**src/design/mel_pkg.sv**
```systemverilog
// Package of offsets, field layouts and reset values for the memory error logger
package mel_pkg;

	// Bus geometry: printed offsets are register indices, byte address is index times four
	localparam int          APB_DW   = 32;
	localparam int          ADDR_W   = 12;
	localparam int          ADDR_LSB = 2;
	localparam int          IDX_W    = ADDR_W - ADDR_LSB;

	localparam logic [IDX_W-1:0] IDX_BUF_MCE = 10'h07E;
	localparam logic [IDX_W-1:0] IDX_FIRST   = 10'h080;
	localparam logic [IDX_W-1:0] IDX_NEXT    = 10'h082;
	localparam logic [IDX_W-1:0] IDX_MASK    = 10'h084;
	localparam logic [IDX_W-1:0] IDX_THRESH  = 10'h098;

	// Field widths
	localparam int          BUF_W    = 4;
	localparam int          REG8_W   = 8;
	localparam int          EV_W     = 8;
	localparam int          LOG_W    = 16;
	localparam int          THR_W    = 16;

	// Reset values
	localparam logic [REG8_W-1:0] RST_BUF_MCE = 8'h00;
	localparam logic [LOG_W-1:0]  RST_LOG     = 16'h0000;
	localparam logic [EV_W-1:0]   RST_MASK    = 8'h00;
	localparam logic [THR_W-1:0]  RST_THRESH  = 16'h0000;
	localparam logic [EV_W-1:0]   EV_NONE     = 8'h00;
	localparam logic [APB_DW-1:0] RD_ZERO     = 32'h0000_0000;

	// Enable bit that gates each buffer flag (crossed for flags 0 and 1)
	localparam int          MCE_EN_FOR_FLAG0 = 1;
	localparam int          MCE_EN_FOR_FLAG1 = 0;
	localparam int          MCE_EN_FOR_FLAG2 = 2;
	localparam int          MCE_EN_FOR_FLAG3 = 3;

	// Event classes, same bit in the mask and in each channel half of the logs
	localparam int          EV_CORR_READ   = 0;
	localparam int          EV_UNCORR_READ = 1;
	localparam int          EV_SCRUB_ERR   = 2;
	localparam int          EV_THRESHOLD   = 3;
	localparam int          EV_COPY_DONE   = 4;
	localparam int          EV_RETRY       = 5;
	localparam int          EV_POISON_WR   = 6;
	localparam int          EV_TEST_DONE   = 7;

	// Bus slave states, Gray along idle to access
	typedef enum logic [1:0] {
		MEL_IDLE   = 2'b00,
		MEL_ACCESS = 2'b01
	} mel_state_e;

endpackage

```
**src/design/mel_memory_error_logging.sv**
```systemverilog
// Memory error logging registers with APB slave and machine-check output
//
// Contract
// - Machine check when enabled buffer flag set
// - Enables 3,2 gate flags 3,2; rest reserved
// - Enable 1 gates flag 0, 0 gates 1
// - First-error log captures first event only
// - Later events go to next-error log
// - No new first bits until cleared
// - Same-cycle events all latch in first
// - Logs sticky, write one clears, zero keeps
// - Test complete sets bit 15 / 7
// - Poisoned write sets bit 14 / 6
// - Retry start sets bit 13 / 5
// - Sparing copy done sets bit 12 / 4
// - Threshold detect sets bit 11 / 3
// - Scrubber uncorrectable sets bit 10 / 2
// - Demand read uncorrectable sets bit 9 / 1
// - Corrected read sets bit 8 / 0
// - Next log uses first log layout
// - Mask bit blocks event recognition entirely
// - Mask covers both channels, sticky, reset zero
// - Mask bit order matches event classes
// - Threshold event when counter exceeds threshold
`timescale 1ns/100ps

module mel_memory_error_logging
	import mel_pkg::*;
(
	input  wire logic              pclk,
	input  wire logic              presetn,
	input  wire logic              power_on_rst_n,
	input  wire logic              clk_en,
	input  wire logic              psel,
	input  wire logic              penable,
	input  wire logic              pwrite,
	input  wire logic [ADDR_W-1:0] paddr,
	input  wire logic [APB_DW-1:0] pwdata,
	input  wire logic [3:0]        pstrb,
	output logic      [APB_DW-1:0] prdata,
	output logic                   pready,
	output logic                   pslverr,
	input  wire logic [BUF_W-1:0]  buffer_first_error_log,
	input  wire logic [BUF_W-1:0]  buffer_next_error_log,
	input  wire logic [EV_W-1:0]   chan_a_event,
	input  wire logic [EV_W-1:0]   chan_b_event,
	input  wire logic [THR_W-1:0]  chan_a_sec_count,
	input  wire logic [THR_W-1:0]  chan_b_sec_count,
	output logic                   machine_check_error_out
);

	mel_state_e        state;
	logic [REG8_W-1:0] buffer_machine_check_enable;
	logic [LOG_W-1:0]  memory_first_error_log;
	logic [LOG_W-1:0]  memory_next_error_log;
	logic [EV_W-1:0]   memory_error_mask;
	logic [THR_W-1:0]  sec_threshold;
	logic              over_a;
	logic              over_b;
	logic [IDX_W-1:0]  idx;
	logic              hit_mce;
	logic              hit_first;
	logic              hit_next;
	logic              hit_mask;
	logic              hit_thr;
	logic              hit_any;
	logic              wr_en;
	logic [LOG_W-1:0]  wr_lanes;
	logic [LOG_W-1:0]  first_clr;
	logic [LOG_W-1:0]  next_clr;
	logic [EV_W-1:0]   ev_a;
	logic [EV_W-1:0]   ev_b;
	logic [LOG_W-1:0]  raw_events;
	logic              first_empty;
	logic [LOG_W-1:0]  next_first;
	logic [LOG_W-1:0]  next_next;
	logic [BUF_W-1:0]  buf_flags;
	logic [BUF_W-1:0]  buf_gate;
	logic              next_mce;
	logic [APB_DW-1:0] next_rdata;

	// Address decode
	assign idx       = paddr[ADDR_W-1:ADDR_LSB];
	assign hit_mce   = (idx == IDX_BUF_MCE);
	assign hit_first = (idx == IDX_FIRST);
	assign hit_next  = (idx == IDX_NEXT);
	assign hit_mask  = (idx == IDX_MASK);
	assign hit_thr   = (idx == IDX_THRESH);
	assign hit_any   = hit_mce | hit_first | hit_next | hit_mask | hit_thr;

	// Ready only once read data was sampled for this transfer
	assign pready = clk_en & penable & (state == MEL_ACCESS);
	assign wr_en  = psel & penable & pwrite & pready;
	assign wr_lanes = {{EV_W{pstrb[1]}}, {EV_W{pstrb[0]}}};

	// Write-one-to-clear strobes, only the enabled byte lanes clear
	assign first_clr = (wr_en && hit_first) ? (pwdata[LOG_W-1:0] & wr_lanes) : RST_LOG;
	assign next_clr  = (wr_en && hit_next) ? (pwdata[LOG_W-1:0] & wr_lanes) : RST_LOG;

	always_ff @(posedge pclk or negedge presetn) begin
		if (!presetn) begin
			state <= MEL_IDLE;
		end else if (clk_en) begin
			case (state)
				MEL_IDLE: begin
					if (psel) begin
						state <= MEL_ACCESS;
					end
				end
				MEL_ACCESS: begin
					if (penable) begin
						state <= MEL_IDLE;
					end
				end
				default: begin
					state <= MEL_IDLE;
				end
			endcase
		end
	end

	// Read mux; reserved and unused upper bits return zero
	always_comb begin
		next_rdata = RD_ZERO;
		if (hit_mce) begin
			next_rdata[REG8_W-1:0] = buffer_machine_check_enable;
		end else if (hit_first) begin
			next_rdata[LOG_W-1:0] = memory_first_error_log;
		end else if (hit_next) begin
			next_rdata[LOG_W-1:0] = memory_next_error_log;
		end else if (hit_mask) begin
			next_rdata[EV_W-1:0] = memory_error_mask;
		end else if (hit_thr) begin
			next_rdata[THR_W-1:0] = sec_threshold;
		end
	end

	// Data sampled in setup; a flag arriving between setup and access shows on the next read
	always_ff @(posedge pclk or negedge presetn) begin
		if (!presetn) begin
			prdata  <= RD_ZERO;
			pslverr <= 1'b0;
		end else if (clk_en && psel && state == MEL_IDLE) begin
			prdata  <= next_rdata;
			pslverr <= ~hit_any;
		end
	end

	// Enable register; only low nibble has storage
	always_ff @(posedge pclk or negedge presetn) begin
		if (!presetn) begin
			buffer_machine_check_enable <= RST_BUF_MCE;
		end else if (clk_en && wr_en && hit_mce && pstrb[0]) begin
			buffer_machine_check_enable <= {{(REG8_W-BUF_W){1'b0}}, pwdata[BUF_W-1:0]};
		end
	end

	// Mask and threshold survive bus reset, cleared only at power-on
	always_ff @(posedge pclk or negedge power_on_rst_n) begin
		if (!power_on_rst_n) begin
			memory_error_mask <= RST_MASK;
		end else if (clk_en && wr_en && hit_mask && pstrb[0]) begin
			memory_error_mask <= pwdata[EV_W-1:0];
		end
	end

	always_ff @(posedge pclk or negedge power_on_rst_n) begin
		if (!power_on_rst_n) begin
			sec_threshold <= RST_THRESH;
		end else if (clk_en && wr_en && hit_thr) begin
			if (pstrb[0]) begin
				sec_threshold[EV_W-1:0] <= pwdata[EV_W-1:0];
			end
			if (pstrb[1]) begin
				sec_threshold[THR_W-1:EV_W] <= pwdata[THR_W-1:EV_W];
			end
		end
	end

	// Threshold crossing is edge detected so one excursion logs once
	// Edge state is sticky like the threshold: a bus reset gives no false crossing
	always_ff @(posedge pclk or negedge power_on_rst_n) begin
		if (!power_on_rst_n) begin
			over_a <= 1'b0;
			over_b <= 1'b0;
		end else if (clk_en) begin
			over_a <= (chan_a_sec_count > sec_threshold);
			over_b <= (chan_b_sec_count > sec_threshold);
		end
	end

	// Event vectors per channel, masked before they are ever recognised
	always_comb begin
		ev_a = chan_a_event;
		ev_b = chan_b_event;
		ev_a[EV_THRESHOLD] = chan_a_event[EV_THRESHOLD] |
			((chan_a_sec_count > sec_threshold) & ~over_a);
		ev_b[EV_THRESHOLD] = chan_b_event[EV_THRESHOLD] |
			((chan_b_sec_count > sec_threshold) & ~over_b);
		raw_events = {ev_b & ~memory_error_mask, ev_a & ~memory_error_mask};
	end

	// Channel B high byte, channel A low byte, one class per bit
	assign first_empty = (memory_first_error_log == RST_LOG);

	always_comb begin
		next_first = memory_first_error_log & ~first_clr;
		next_next  = memory_next_error_log & ~next_clr;
		if (first_empty) begin
			next_first = next_first | raw_events;
		end else begin
			next_next = next_next | raw_events;
		end
	end

	// Logs survive bus reset; set wins over a same-cycle clear
	always_ff @(posedge pclk or negedge power_on_rst_n) begin
		if (!power_on_rst_n) begin
			memory_first_error_log <= RST_LOG;
			memory_next_error_log  <= RST_LOG;
		end else if (clk_en) begin
			memory_first_error_log <= next_first;
			memory_next_error_log  <= next_next;
		end
	end

	// Machine check from buffer flags, crossed enables on flags 0 and 1
	always_comb begin
		buf_flags   = buffer_first_error_log | buffer_next_error_log;
		buf_gate[0] = buffer_machine_check_enable[MCE_EN_FOR_FLAG0];
		buf_gate[1] = buffer_machine_check_enable[MCE_EN_FOR_FLAG1];
		buf_gate[2] = buffer_machine_check_enable[MCE_EN_FOR_FLAG2];
		buf_gate[3] = buffer_machine_check_enable[MCE_EN_FOR_FLAG3];
		next_mce    = |(buf_flags & buf_gate);
	end

	always_ff @(posedge pclk or negedge presetn) begin
		if (!presetn) begin
			machine_check_error_out <= 1'b0;
		end else if (clk_en) begin
			machine_check_error_out <= next_mce;
		end
	end
endmodule

```
**config.mk**
```make
export PLATFORM = sky130hd
export DESIGN_NAME = mel_memory_error_logging
export DESIGN_NICKNAME = d
export VERILOG_FILES = /design/src/design/mel_pkg.sv /design/src/design/mel_memory_error_logging.sv
export SDC_FILE = /design/constraint.sdc
export NUM_CORES = 1
export LEC_CHECK = 0
export BUFFER_PORTS_ARGS = -buffer_cell sky130_fd_sc_hd__buf_2
export CAP_MARGIN = 20
export CORE_MARGIN = 2
export CORE_UTILIZATION = 40
export CTS_CLUSTER_SIZE = 12
export DETAILED_ROUTE_END_ITERATION = 6
export PLACE_DENSITY = 0.65
export SYNTH_ARGS = -nofsm -noshare
export SYNTH_HDL_FRONTEND = slang
export SYNTH_SLANG_ARGS = --single-unit
```
**constraint.sdc**
```tcl
create_clock -name pclk -period 4.4 [get_ports pclk]
set_input_delay 0.22 -clock pclk [delete_from_list [all_inputs] [get_ports pclk]]
set_output_delay 0.22 -clock pclk [all_outputs]
set_load 0.005 [all_outputs]
```
# == After elaboration in Yosys (flattened, before gate mapping) ==
# Cells that the tools add are included.
# word_totals
regBits,82
inputBits,111
out_inout_bits,35
wordCells,80
# op_classes
magnitude_cmp,2
eq_ne,8
muxes,14
bitwise,28
n_reduce_logical,16
# op_table
op,n
$mux W16,7
$and A16 B16 Y16,3
$eq A10 B8 Y1 const B,4
$gt A16 B16 Y1,2
$mux W8,4
$not A16 Y16,2
$or A16 B16 Y16,2
$and A8 B8 Y8,2
$logic_not A16 Y1,1
$eq A10 B7 Y1 const B,1
$logic_and A1 B1 Y1,10
$not A8 Y8,1
$and A1 B1 Y1,7
$or A1 B1 Y1,6
$and A4 B4 Y4,1
$mux W2,2
$ne A2 B2 Y1 const B,2
$or A4 B4 Y4,1
$pmux W2 S2,1
$reduce_and A2 Y1,2
$reduce_or A4 Y1,1
$not A1 Y1,3
$reduce_and A3 Y1,1
$eq A2 B1 Y1 const B,1
$logic_not A2 Y1,1

# == Longest topological paths before layout ==
# depth
ltp_word,9
mapped_depth,7
depth_no_buf,7

# == Worst setup path after synthesis ==
# OpenSTA, ideal clock, no wires.
# synth_timing
path_kind,input to register
startpoint,in paddr[2]
endpoint,reg buffer_machine_check_enable[0]
setup_ns,0.125
arrival_time_ns,1.617
required_ns,4.275
path_slack_ns,2.658
stages,4
path_buffers,0
cell_sequence,or3_4 or4_4 nor2_4 mux2_2
# synth_between
elab_chain_cells,3
# synth_lines
item,line_no,text
start: declaration,mel_memory_error_logging.sv:37,"input wire logic [ADDR_W-1:0] paddr,"
$eq A10 B7 Y1,mel_memory_error_logging.sv:84,assign hit_mce = (idx == IDX_BUF_MCE);
$logic_and A1 B1 Y1 (2 in series),mel_memory_error_logging.sv:153,end else if (clk_en && wr_en && hit_mce && pstrb[0]) begin
end signal: assignment,mel_memory_error_logging.sv:154,"buffer_machine_check_enable <= {{(REG8_W-BUF_W){1'b0}}, pwdata[BUF_W-1:0]};"
end: declaration,mel_memory_error_logging.sv:53,logic [REG8_W-1:0] buffer_machine_check_enable;
# No other way between the ends.
# A chain may end at the register's enable or synchronous reset.

# == Worst setup path in the final report ==
# layout_timing
startpoint,in paddr[8]
endpoint,reg memory_error_mask[0]
# layout_between
elab_chain_cells,3
# layout_lines
item,line_no,text
$eq A10 B8 Y1,mel_memory_error_logging.sv:87,assign hit_mask = (idx == IDX_MASK);
$logic_and A1 B1 Y1 (2 in series),mel_memory_error_logging.sv:162,end else if (clk_en && wr_en && hit_mask && pstrb[0]) begin
end signal: assignment,mel_memory_error_logging.sv:163,memory_error_mask <= pwdata[EV_W-1:0];
end: declaration,mel_memory_error_logging.sv:56,logic [EV_W-1:0] memory_error_mask;
# No other way between the ends.

==> results.md <==
* Routed wl met2 at 6759 um
* Core area at between 10000 and 15000 um2
* Family with the most delay on the worst path: simple AND/OR/NAND/NOR gates
* Nets at roughly 730
* Result of the run: finished clean
* CP bufs+invs at 1
* CTS tree: done
* Final period util at 52.95%
* FF/Latch Area at roughly 2000 um2
* Layout fillers at roughly 1100
* Critical path arrival at 2.54 ns
* Ys Warns at 0
* Leakage Power at ~2.6 nW
* DRT met1 WL at 6015 um
* Slowest CP cell: nor2b_1
* CP peak stage delay at between 0.7 and 0.8 ns
* Cts repair resizes at 0
* #FFs+latches synth at 81
* Post-DP HPWL at roughly 10000 um
* Root Driver: clkbuf_16
* Syn Inst Count at between 400 and 500
* GPL Wtd Cong at ~0.85
* Share of layout cells above drive strength 1 at around 27%
* WL final at 13860 um
* Antenna cell count at 0
* Number of flops mapped to enable cells by yosys at 0
* Pre-CTS setup slack at 1.800 ns
* Worst hold path class: in2async
* Die extent in x at 112.0 um
* Design Area, Final at 5623 um2
* CTS Sinks at 81
* Maximum vdd drop at 0.2343 mV
* Layout area overhead at 20.58%
* Slew @ Worst Pin at between 1 and 1.5 ns
* Final Hold Fails at 0
* Port bufs at ~110
* Power density over the cells at 370.3 nW/um2
* Register area share after synthesis at between 40 and 50%
* ANT nets after route at 0
* Crit Path Max Fanout at 9
* Pin count of the biggest net entering global routing at 59
* Mean Syn Cell Area at between 9 and 10 um2
* Final TNS setup at 0 ns
* Post-synth cell types at 54
* CP endpoint kind: flip-flop
* Pins Over Slew Limit at 0
* Post-synth ARST share at 100.0%
* Clock Latency Late Sink at ~0.33 ns
* First drt pass iteration count at 5
* First-pass GRT wire length at between 20000 and 25000 um
* Avg WL per Cell at roughly 19 um
* Final Worst Setup Slack at about 2.1 ns
* RSZ-0062 raised after global routing: no
* Starting Density at around two fifths
* Startpoint types: input pin
* Total track usage at 22.70%
* CTS Buf Count at 9
* Minimum clock period at about 2.3 ns
* Total number of vias at approximately 4200
* Max Root-Sink Buffers at 2
* Top_reg_cell synth: dfrtp_1
* Clock Skew at 0.007672 ns
* Crit Path Category: in2reg
* Final setup viols at 0
* Post-CTS setup buffer count at 0
* Placement Cell Area at between 5000 and 6000 um2
* Fmax at 429.2 MHz
* Synthesized cell area at roughly 4700 um2
* CTS HTree Levels at 3
* CTS Hold Bufs at 1
* Total die area at around 13000 um2
* Number of max-cap violations at 0
* Die H at approximately 110 um
* Relative slew slack at 31.60%
* Initial DRC Count at between 300 and 400
* Top routing layer used: met4
* Grt ovf at 0
* Vias in the first global route at 4376
* Vias per cell at 5.729
* # IOs at approximately 150
* Clk pin slew, worst setup/hold paths at roughly 0.06 ns
* Row count at 39
* DRC at 0
* Met3 routed WL at 884 um
* Critical Path RT at roughly 4.6 ns
* Area of the multi-input gates at around 2400 um2
* Initial antenna violation count at 0
* Crit-path cells: buf_2 > nor3b_2 > nand3_2 > nor4b_4 > nor2b_1 > mux2_2
[cell type report]
type | count | share of cell area (%)
inverter | 25 | 1.669
multi-input combinational | 352 | 42.79
clock buffer | 12 | 4.562
tap | 143 | 3.182
timing repair buffer | 114 | 10.41
sequential | 81 | 36.05
clock inverter | 4 | 1.335
[flip-flops by register name (all words and copies together), names as in the netlist]
name / flops
memory_first_error_log: 16
over_a: 1
memory_error_mask: 8
pslverr: 1
state: 1
sec_threshold: 16
over_b: 1
machine_check_error_out: 1
prdata: 16
buffer_machine_check_enable: 4
memory_next_error_log: 16
[metal layers]
metal | vias up | track usage (%)
li1 | 1945 | -
met1 | 2064 | 30.59
met2 | 161 | 37.41
met3 | 18 | 4.246
met4 | 0 | 6.992
met5 | - | 0
[path summary, 6_finish.rpt]
kind | startpoint | depth (start not counted) | slack, ns | end
setup / recovery | paddr[8] | 6 | 2.07 | memory_error_mask[0]
min in group pclk | chan_b_event[3] | 3 | 0.14 | memory_next_error_log[11]
setup reg to reg | memory_first_error_log[5] | 5 | 2.13 | memory_next_error_log[3]
max in group asynchronous | presetn | 2 | 3.57 | prdata[0]
hold / removal | power_on_rst_n | 2 | 0.03 | memory_next_error_log[14]
hold reg to reg | memory_next_error_log[2] | 1 | 0.49 | memory_next_error_log[2]
[cells in the mapped netlist, types with 2 or more instances]
cell | n | area share, %
nor3_2 | 2 | 0.43
mux2_2 | 19 | 4.6
o211ai_1 | 3 | 0.48
buf_4 | 17 | 2.7
or4_1 | 3 | 0.48
and4_1 | 4 | 0.75
o22ai_1 | 6 | 0.81
nand2_1 | 65 | 5.2
a221oi_1 | 16 | 3.0
and2_1 | 3 | 0.40
o21ai_0 | 19 | 2.0
ha_1 | 32 | 8.6
clkbuf_1 | 12 | 0.97
buf_2 | 4 | 0.43
or3_1 | 3 | 0.40
nor4_1 | 6 | 0.81
o2bb2ai_1 | 28 | 5.3
nor3_1 | 3 | 0.32
a21oi_1 | 33 | 3.5
nor2b_1 | 10 | 1.3
dfrtp_1 | 81 | 43
a22oi_1 | 9 | 1.4
nand3_1 | 13 | 1.4
nor2_1 | 19 | 1.5
nand2b_1 | 3 | 0.40
inv_1 | 25 | 2.0
nand4_1 | 11 | 1.5
[where the power goes]
group | switching (W) | internal, W
Combinational | 0.000193 | 0.000168
Sequential | 0.0000566 | 0.000838
Clock | 0.000298 | 0.000528
Total | 0.000548 | 0.00153
[layout by cell type, fill, tap and decap left out, types with 19 or more instances in the layout]
| master | instances |
|---|---|
| o21ai_0 | 19 |
| inv_1 | 25 |
| mux2_2 | 19 |
| nand2_1 | 65 |
| o2bb2ai_1 | 28 |
| buf_2 | 109 |
| dfrtp_1 | 81 |
| ha_1 | 32 |
| a21oi_1 | 33 |
| nor2_1 | 19 |
[per-stage QoR]
stage / power, W / instances / util [%] / hold WS [ns]
2_1_floorplan: 0.001077 / 491 / - / -0.07559
3_3_place_gp: 0.001263 / 714 / 46.25 / 0.2640
3_5_place_dp: 0.001273 / 714 / 46.25 / 0.2707
4_1_cts: 0.002095 / 731 / 49.24 / 0.06658
5_1_grt: 0.002180 / 731 / 49.24 / 0.1024
6_report: 0.002082 / 731 / 49.24 / 0.03432
[cells by family after synthesis]
family | share of synthesized area, %
buffers and inverters | 6.144
and+or+nand+nor | 18.70
DFF | 43.47
adders and majority gates | 8.586
AOI/OAI and AO/OA | 18.22
muxes | 4.803
other | 0.08042
Power figures use the tool's default switching activity.
